<file path="config.mk">
export PLATFORM = sky130hd
export DESIGN_NAME = dma_regs_top
export DESIGN_NICKNAME = d
export VERILOG_FILES = /design/src/design/dma_regs_pkg.sv /design/src/design/dma_rate_counter.sv /design/src/design/dma_engine_ctl.sv /design/src/design/dma_regs_top.sv
export SDC_FILE = /design/constraint.sdc
export NUM_CORES = 2
export LEC_CHECK = 0
export ABC_AREA = 1
export BUFFER_PORTS_ARGS = -buffer_cell sky130_fd_sc_hd__buf_2
export CORE_UTILIZATION = 62
export DETAILED_ROUTE_END_ITERATION = 8
export GPL_TIMING_DRIVEN = 1
export PLACE_DENSITY_LB_ADDON = 0.1
export SLEW_MARGIN = 20
export SYNTH_ARGS = -nofsm -noshare
export SYNTH_HDL_FRONTEND = slang
export SYNTH_SLANG_ARGS = --single-unit
</file>
<file path="constraint.sdc">
create_clock -name clk -period 3.3 [get_ports clk]
set_clock_uncertainty 0.2 [all_clocks]
set_input_delay 0.33 -clock clk [delete_from_list [all_inputs] [get_ports clk]]
set_output_delay 0.33 -clock clk [all_outputs]
set_load 0.005 [all_outputs]
</file>
<file path="src/design/dma_regs_pkg.sv">
// Package: register map, field positions and timing constants of the DMA register block
`default_nettype none
package dma_regs_pkg;
   localparam int          NUM_CH         = 2;
   localparam logic [15:0] H2C_BASE_0     = 16'h0000;
   localparam logic [15:0] H2C_BASE_1     = 16'h0100;
   localparam logic [15:0] C2H_BASE_0     = 16'h2000;
   localparam logic [15:0] C2H_BASE_1     = 16'h2100;
   localparam logic [15:0] COMMON_BASE    = 16'h4000;
   localparam logic [7:0]  OFS_CONTROL    = 8'h04;
   localparam logic [7:0]  OFS_NEXT_PTR   = 8'h08;
   localparam logic [7:0]  OFS_HOST_PTR   = 8'h0c;
   localparam logic [7:0]  OFS_BYTE_COUNT = 8'h1c;
   // Engine control fields
   localparam int CTL_IRQ_EN     = 0;
   localparam int CTL_IRQ_ACT    = 1;
   localparam int CTL_DESC_DONE  = 2;
   localparam int CTL_ALIGN_ERR  = 3;
   localparam int CTL_FETCH_ERR  = 4;
   localparam int CTL_ABORT      = 5;
   localparam int CTL_ENABLE     = 8;
   localparam int CTL_ACTIVE     = 10;
   localparam int CTL_STARVED    = 11;
   localparam int CTL_RST_REQ    = 14;
   localparam int CTL_ENG_RST    = 15;
   // Common register fields
   localparam int CMN_GIE        = 0;
   localparam int CMN_IRQ_ACT    = 1;
   localparam int CMN_IRQ_PEND   = 2;
   localparam int CMN_IRQ_MODE   = 3;
   localparam int CMN_USR_EN     = 4;
   localparam int CMN_USR_ACT    = 5;
   localparam int CMN_H2C_LSB    = 16;
   localparam int CMN_C2H_LSB    = 24;
   localparam int PTR_LSB        = 5;
   localparam int CNT_LSB        = 2;
   // One-second sample interval at 250 MHz
   localparam longint SAMPLE_PERIOD_NS = 64'd1000000000;
   localparam longint CLK_PERIOD_NS    = 64'd4;
   localparam int     SAMPLE_CYCLES    = int'(SAMPLE_PERIOD_NS / CLK_PERIOD_NS);

   // Register access from the host, one word per strobe
   typedef struct packed {
      logic        wr;
      logic        rd;
      logic [15:0] addr;
      logic [31:0] wdata;
   } reg_req_type;

   // Events reported by the engine datapath
   typedef struct packed {
      logic        irq_event;
      logic        desc_done;
      logic        align_err;
      logic        fetch_err;
      logic        sw_abort;
      logic        active;
      logic [15:0] bytes;
   } eng_event_type;
endpackage
`default_nettype wire

</file>
<file path="src/design/dma_rate_counter.sv">
// Per-second completed byte counter with two-bit sample count
`default_nettype none
module dma_rate_counter
   import dma_regs_pkg::*;
#(
   parameter int SAMPLE_LEN = SAMPLE_CYCLES
) (
   input  wire logic        clk,
   input  wire logic        resetn,
   input  wire logic [15:0] bytes,
   output logic [31:0]      count_word
);
   typedef struct packed {
      logic [31:0] timer;
      logic [31:0] accum;
      logic [29:0] held;
      logic [1:0]  samples;
   } rate_state_type;
   rate_state_type s_q, s_d;

   // Accumulate bytes, latch the total every second
   always_comb begin
      s_d = s_q;
      s_d.accum = s_q.accum + {16'h0000, bytes};
      if (s_q.timer == 32'(SAMPLE_LEN - 1)) begin
         s_d.timer   = 32'h0;
         s_d.held    = s_q.accum[31:CNT_LSB];
         s_d.samples = s_q.samples + 2'h1;
         s_d.accum   = {16'h0000, bytes};
      end else begin
         s_d.timer = s_q.timer + 32'h1;
      end
   end

   always_ff @(posedge clk or negedge resetn) begin
      if (!resetn) begin
         s_q <= '0;
      end else begin
         s_q <= s_d;
      end
   end

   assign count_word = {s_q.held, s_q.samples};
endmodule // dma_rate_counter
`default_nettype wire

</file>
<file path="src/design/dma_engine_ctl.sv">
// Control, status and pointer registers of one DMA engine
`default_nettype none
module dma_engine_ctl
   import dma_regs_pkg::*;
(
   input  wire logic          clk,
   input  wire logic          resetn,
   input  wire logic          sel,
   input  wire logic          wr,
   input  wire logic [7:0]    ofs,
   input  wire logic [31:0]   wdata,
   input  wire eng_event_type ev,
   input  wire logic          user_ack,
   output logic [31:0]        control_word,
   output logic [31:0]        next_ptr_word,
   output logic [31:0]        host_ptr_word,
   output logic               irq,
   output logic               fetch_start,
   output logic               reset_request,
   output logic               engine_reset
);
   typedef struct packed {
      logic [5:0]  flags;      // Bits 5..0
      logic        enable;
      logic        starved;
      logic        rst_req;
      logic        eng_rst;
      logic [26:0] next_ptr;
      logic [26:0] host_ptr;
   } eng_state_type;
   eng_state_type s_q, s_d;
   logic w_ctl;

   assign w_ctl = sel && wr && (ofs == OFS_CONTROL);

   // Flag update: hardware set wins over write-one-to-clear
   always_comb begin
      s_d = s_q;
      if (w_ctl) begin
         s_d.flags[CTL_IRQ_EN] = wdata[CTL_IRQ_EN];
         for (int i = CTL_IRQ_ACT; i <= CTL_ABORT; i++) begin
            if (wdata[i]) s_d.flags[i] = 1'b0;
         end
         s_d.enable  = wdata[CTL_ENABLE];
         s_d.rst_req = s_q.rst_req | wdata[CTL_RST_REQ];
         s_d.eng_rst = wdata[CTL_ENG_RST];
      end else begin
         s_d.eng_rst = 1'b0;
      end
      if (ev.irq_event) s_d.flags[CTL_IRQ_ACT]   = 1'b1;
      if (ev.desc_done) s_d.flags[CTL_DESC_DONE] = 1'b1;
      if (ev.align_err) s_d.flags[CTL_ALIGN_ERR] = 1'b1;
      if (ev.fetch_err) s_d.flags[CTL_FETCH_ERR] = 1'b1;
      if (ev.sw_abort)  s_d.flags[CTL_ABORT]     = 1'b1;
      if (user_ack) s_d.rst_req = 1'b0;
      if (sel && wr && ofs == OFS_NEXT_PTR && !s_q.enable) begin
         s_d.next_ptr = wdata[31:PTR_LSB];
      end
      if (sel && wr && ofs == OFS_HOST_PTR) begin
         s_d.host_ptr = wdata[31:PTR_LSB];
      end
      // Waiting when enabled with nothing handed over
      s_d.starved = s_q.enable && !ev.active && (s_q.next_ptr == s_q.host_ptr);
      if (s_q.eng_rst) begin
         s_d = '0;
      end
   end

   always_ff @(posedge clk or negedge resetn) begin
      if (!resetn) begin
         s_q <= '0;
      end else begin
         s_q <= s_d;
      end
   end

   assign control_word  = {16'h0000, s_q.eng_rst, s_q.rst_req, 2'b00, s_q.starved,
                           ev.active, 1'b0, s_q.enable, 2'b00, s_q.flags};
   assign next_ptr_word = {s_q.next_ptr, 5'b00000};
   assign host_ptr_word = {s_q.host_ptr, 5'b00000};
   assign irq           = s_q.flags[CTL_IRQ_EN] & s_q.flags[CTL_IRQ_ACT];
   assign fetch_start   = s_q.enable && (s_q.next_ptr != s_q.host_ptr);
   assign reset_request = s_q.rst_req;
   assign engine_reset  = s_q.eng_rst;
endmodule // dma_engine_ctl
`default_nettype wire

</file>
<file path="src/design/dma_regs_top.sv">
// Register block of a scatter-gather packet DMA with host_to_card and card_to_host engines
`default_nettype none
////////////////////////////////////////////////////////////////////////////////
module dma_regs_top
   import dma_regs_pkg::*;
#(
   parameter int          SAMPLE_LEN  = SAMPLE_CYCLES,
   parameter logic        LEGACY_IRQ  = 1'b0
) (
   input  wire logic                   clk,
   input  wire logic                   resetn,
   input  wire reg_req_type            req,
   input  wire eng_event_type [3:0]    events,
   input  wire logic [3:0]             user_ack,
   input  wire logic                   user_irq_event,
   output logic [31:0]                 rdata,
   output logic                        rvalid,
   output logic                        dma_irq,
   output logic                        user_irq,
   output logic [3:0]                  fetch_start,
   output logic [3:0]                  reset_request,
   output logic [3:0]                  user_reset
);
   typedef struct packed {
      logic        gie;
      logic        usr_en;
      logic        usr_act;
      logic [31:0] rdata;
      logic        rvalid;
      logic        dma_irq;
      logic        user_irq;
      logic [3:0]  fetch_start;
      logic [3:0]  reset_request;
      logic [3:0]  user_reset;
   } top_state_type;
   top_state_type s_q, s_d;

   logic [15:0] base [4];
   logic [3:0]  sel;
   logic [31:0] ctl_w [4];
   logic [31:0] nxt_w [4];
   logic [31:0] own_w [4];
   logic [31:0] cnt_w [4];
   logic [3:0]  eng_irq;
   logic [3:0]  eng_fetch;
   logic [3:0]  eng_rreq;
   logic [3:0]  eng_rst;
   logic [7:0]  ofs;
   logic        raw_irq;
   logic        common_hit;

   assign base[0] = H2C_BASE_0;
   assign base[1] = H2C_BASE_1;
   assign base[2] = C2H_BASE_0;
   assign base[3] = C2H_BASE_1;
   assign ofs        = req.addr[7:0];
   assign common_hit = (req.addr == COMMON_BASE);

   ////////////////////////////////////////////////////////////////////////////////
   // One engine register set per channel; 0,1 host_to_card, 2,3 card_to_host
   for (genvar g = 0; g < 4; g++) begin : g_eng
      assign sel[g] = (req.addr[15:8] == base[g][15:8]);
      dma_engine_ctl u_ctl (
         .clk           (clk),
         .resetn        (resetn),
         .sel           (sel[g]),
         .wr            (req.wr),
         .ofs           (ofs),
         .wdata         (req.wdata),
         .ev            (events[g]),
         .user_ack      (user_ack[g]),
         .control_word  (ctl_w[g]),
         .next_ptr_word (nxt_w[g]),
         .host_ptr_word (own_w[g]),
         .irq           (eng_irq[g]),
         .fetch_start   (eng_fetch[g]),
         .reset_request (eng_rreq[g]),
         .engine_reset  (eng_rst[g])
      );
      dma_rate_counter #(.SAMPLE_LEN(SAMPLE_LEN)) u_rate (
         .clk        (clk),
         .resetn     (resetn),
         .bytes      (events[g].bytes),
         .count_word (cnt_w[g])
      );
   end

   assign raw_irq = |eng_irq;

   ////////////////////////////////////////////////////////////////////////////////
   // Common register, read mux and registered outputs
   always_comb begin
      s_d = s_q;
      s_d.rvalid = req.rd;
      s_d.rdata  = 32'h0;
      if (req.wr && common_hit) begin
         s_d.gie    = req.wdata[CMN_GIE];
         s_d.usr_en = req.wdata[CMN_USR_EN];
         if (req.wdata[CMN_USR_ACT]) s_d.usr_act = 1'b0;
      end
      if (user_irq_event && s_q.usr_en) s_d.usr_act = 1'b1;
      if (req.rd) begin
         if (common_hit) begin
            s_d.rdata[CMN_GIE]      = s_q.gie;
            s_d.rdata[CMN_IRQ_ACT]  = raw_irq & s_q.gie;
            s_d.rdata[CMN_IRQ_PEND] = raw_irq;
            s_d.rdata[CMN_IRQ_MODE] = LEGACY_IRQ;
            s_d.rdata[CMN_USR_EN]   = s_q.usr_en;
            s_d.rdata[CMN_USR_ACT]  = s_q.usr_act;
            s_d.rdata[CMN_H2C_LSB +: 2] = eng_irq[1:0];
            s_d.rdata[CMN_C2H_LSB +: 2] = eng_irq[3:2];
         end else begin
            for (int i = 0; i < 4; i++) begin
               if (sel[i]) begin
                  case (ofs)
                     OFS_CONTROL:    s_d.rdata = ctl_w[i];
                     OFS_NEXT_PTR:   s_d.rdata = nxt_w[i];
                     OFS_HOST_PTR:   s_d.rdata = own_w[i];
                     OFS_BYTE_COUNT: s_d.rdata = cnt_w[i];
                     default:        s_d.rdata = 32'h0;
                  endcase
               end
            end
         end
      end
      s_d.dma_irq       = raw_irq & s_q.gie;
      s_d.user_irq      = s_q.usr_act;
      s_d.fetch_start   = eng_fetch;
      s_d.reset_request = eng_rreq;
      s_d.user_reset    = eng_rst;
   end

   always_ff @(posedge clk or negedge resetn) begin
      if (!resetn) begin
         s_q <= '0;
      end else begin
         s_q <= s_d;
      end
   end

   assign rdata         = s_q.rdata;
   assign rvalid        = s_q.rvalid;
   assign dma_irq       = s_q.dma_irq;
   assign user_irq      = s_q.user_irq;
   assign fetch_start   = s_q.fetch_start;
   assign reset_request = s_q.reset_request;
   assign user_reset    = s_q.user_reset;
endmodule // dma_regs_top
`default_nettype wire

</file>
==> impl_metrics.toml <==
[cts]
clkLatencyLatePin_ns = 0.64
cts_tree = "built"
path_clk_slew_ns = 0.06
cts_sinks = 690
cts_root_buf = "clkbuf_16"
clockBufferDepth = 3
htreeDepth = 3
cts_buffers = 74

[floorplanning]
dieArea_sq_um = 61700
ios = 192
die_w_microns = 248.4
initial_core_util = 0.6330
fp.dieH_microns = 248.4
rows = 89
core_area_sq_um = 59460

[synth]
ys.flop_type = "dfrtp_1"
syn_nets = 5087
yosys_warnings = 0
ys_async_sr_fraction = 1.000
synth_area_sq_um = 37640
avgSynthCellArea_sq_um = 7.729
ys_seq_area_frac = 0.4587
synth-edff-count = 0
synthCells = 4870
ys_seq_elements = 690
synth_cell_types = 64

[power_and_ir_drop]
p_leak_uw = 0.02117
ir_worst_vdd_v = 0.0006006
powerDensity_nw_per_um2 = 555.5

[timing]
final.setup.tns_ns = 0
hold_viol = 0
post-route-period-util = 0.8111
slew_headroom = 0.3032
min_period_ns = 2.677
drv_slew = 0
rsz0062_at_grt = "no"
max_freq_mhz = 373.6
tightest_slew_ns = 1.041
finalSetupViolCount = 0

[drt]
num_vias = 35090
first_iter_violations = 3995
avgRoutedWirePerCell_microns = 20.43
drc_errors = 0
firstDrtPassIters = 6
wl_microns = 122200
via_per_inst = 5.869
drtAntennaViolNets = 0

[global_routing]
first_global_vias = 33820
antenna_found_initial = 2
grt_max_degree = 88
grt_pass1_wl_microns = 190800
grt-ovfl-total = 0
track_usage = 0.3967

[cells_and_area]
syn_to_final_growth_pct = 14.96
multi_input_area_sq_um = 17380
finalInstanceArea_sq_um = 43270
ff_latch_area_sq_um = 17270
nets = 5359
drive_above_1_share = 0.1002
fillerInstances = 4694

[setup_path]
cp-start-kind = "input pin"
end_kind = "flop"
rrSetupSlack_ns = 0.63
crit_path_max_incr_delay_ns = 0.54
critPathArrivalTime_ns = 2.99
worstPathCellList = "dlygate4sd3_1, buf_2, ha_1, fa_1, nand2_1, nand2_1, o21ai_0, inv_1, a21o_1, a21oi_1, nor2_1, nand4_1, nand2_1, nand2_1, nor2_1"
critPathMostFrequentCell = "nand2_1"
slowest_stage = "dlygate4sd3_1"
critPathKind = "input pin to flop"
required_ns = 3.61
critPathMaxFanout = 5

[place]
place.gp.congestion = 1.020
io_buffers = 191
place_area_sq_um = 39330
hpwl_microns = 88190

[hold_path]
hold_class = "input pin to asynchronous set/reset pin"

[job]
drv_cap = 0

[status]
status = "completed"
-- routing by layer --
metal | GRT usage | wire (microns)
met2 | 0.5933 | 53100
met5 | 0 | 0
met1 | 0.5501 | 50430
met4 | 0.1803 | 5878
met3 | 0.09369 | 12760
-- what timing repair did --
action	in CTS	in global routing
gates resized for setup	0	0
endpoints found under the setup margin	0	0
hold buffers	133	0
endpoints found under the hold margin	363	0
buffers inserted	0	0
-- power by group --
part,internal [uW],leakage [uW],switching (uW)
logic,2070,0.0109,3400
registers,9120,0.00894,522
clock network,5350,0.00128,3590
total,16500,0.0212,7510
-- flip-flops by register name, summed over array words and instances, names as in the netlist, 32 cells and up --
signal and count:
g_eng.u_rate.s_q 256, g_eng.u_rate.count_word 128, g_eng.u_ctl.host_ptr_word 108, g_eng.u_ctl.next_ptr_word 108, g_eng.u_ctl.control_word 32, rdata 32
-- layout by cell type (no fill, tap or decap), types with 6 or more instances in the layout --
cell type	count
nand4_2	6
ha_1	68
o31ai_1	17
clkbuf_1	11
buf_12	16
buf_4	68
o22ai_1	7
clkbuf_8	12
inv_1	480
nor2_2	24
nand2_1	1441
dlygate4sd3_1	133
nand4_1	93
xnor2_1	99
nand3_1	201
or2_2	9
buf_2	190
a21oi_1	266
o221ai_1	16
o211ai_1	19
clkbuf_16	79
bufinv_16	9
nor2_1	373
inv_2	23
nor3_1	101
nor2_4	11
nor4_1	37
nor3_2	16
a31oi_1	17
o21ai_1	76
dfrtp_1	690
a221oi_1	6
clkinv_2	19
xor2_1	116
o21ai_0	363
-- critical path, delay by kind of cell --
family          cells  cell delay (ns)
compound gates      3             0.62
fa+ha+maj           2             0.70
buf+inv             3             0.75
simple gates        7             0.60
-- cell families after synthesis --
kind of cell             synth area share
adder cells (fa/ha/maj)           0.02473
buffers and inverters             0.08070
AND/OR/NAND/NOR                    0.2647
XOR/XNOR                          0.05002
AO/OA/AOI/OAI                      0.1212
flip-flops                         0.4587
-- cells in the mapped netlist (6+ instances only) --
cell type  number  share of area
nand2_1      1441           0.14
dfrtp_1       690           0.46
inv_1         480          0.048
nor2_1        375          0.037
o21ai_0       363          0.048
a21oi_1       266          0.035
nand3_1       203          0.027
xor2_1        116          0.027
nor3_1        101          0.013
xnor2_1        99          0.023
nand4_1        93          0.015
clkbuf_1       79         0.0079
o21ai_1        76          0.010
ha_1           68          0.023
buf_2          60         0.0080
buf_4          58          0.012
nor4_1         37         0.0061
nor2_2         23         0.0038
inv_2          22         0.0022
o211ai_1       19         0.0038
a31oi_1        17         0.0028
o31ai_1        17         0.0034
nor3_2         16         0.0043
o221ai_1       16         0.0037
nor2_4         10         0.0030
buf_1           9        0.00090
or2_2           9         0.0015
buf_6           7         0.0021
o22ai_1         7         0.0012
a221oi_1        6         0.0014
nand4_2         6         0.0020
-- cell type report --
cell class	count	share of cell area
Tap cell	773	0.02235
Timing Repair Buffer	409	0.07292
Clock inverter	34	0.009600
Clock buffer	102	0.05046
Inverter	504	0.04375
Sequential cell	690	0.3990
Multi-Input combinational cell	3463	0.4017
Antenna cell	4	0.0002313
-- path summary, 6_finish.rpt --
check / startpoint / end / depth (start not counted)
hold / removal: resetn / g_eng[2].u_rate.s_q[64] / 2
hold reg to reg: s_d[12] / user_irq / 0
min in group clk: req[3] / g_eng[2].u_ctl.control_word[3] / 4
setup reg to reg: g_eng[3].u_rate.s_q[87] / g_eng[3].u_rate.s_q[40] / 9
setup / recovery: events[22] / g_eng[1].u_rate.s_q[60] / 15
max in group asynchronous: resetn / g_eng[1].u_rate.count_word[21] / 3
-- through the flow --
step / power [uW] / setup WS, ns / util / hold slack, ns / cells
4_1_cts: 23970 / 0.5219 / 0.7275 / 0.01704 / 5975
5_1_grt: 25150 / 0.4192 / 0.7275 / 0.03228 / 5975
6_report: 24040 / 0.6233 / 0.7277 / 0.05906 / 5979
2_1_floorplan: 13460 / 0.9914 / - / -0.1656 / 4870
3_5_place_dp: 14980 / 0.3276 / 0.6614 / 0.1371 / 5706
3_3_place_gp: 14870 / 0.4659 / 0.6609 / 0.1360 / 5705
Power figures use the tool's default switching activity.
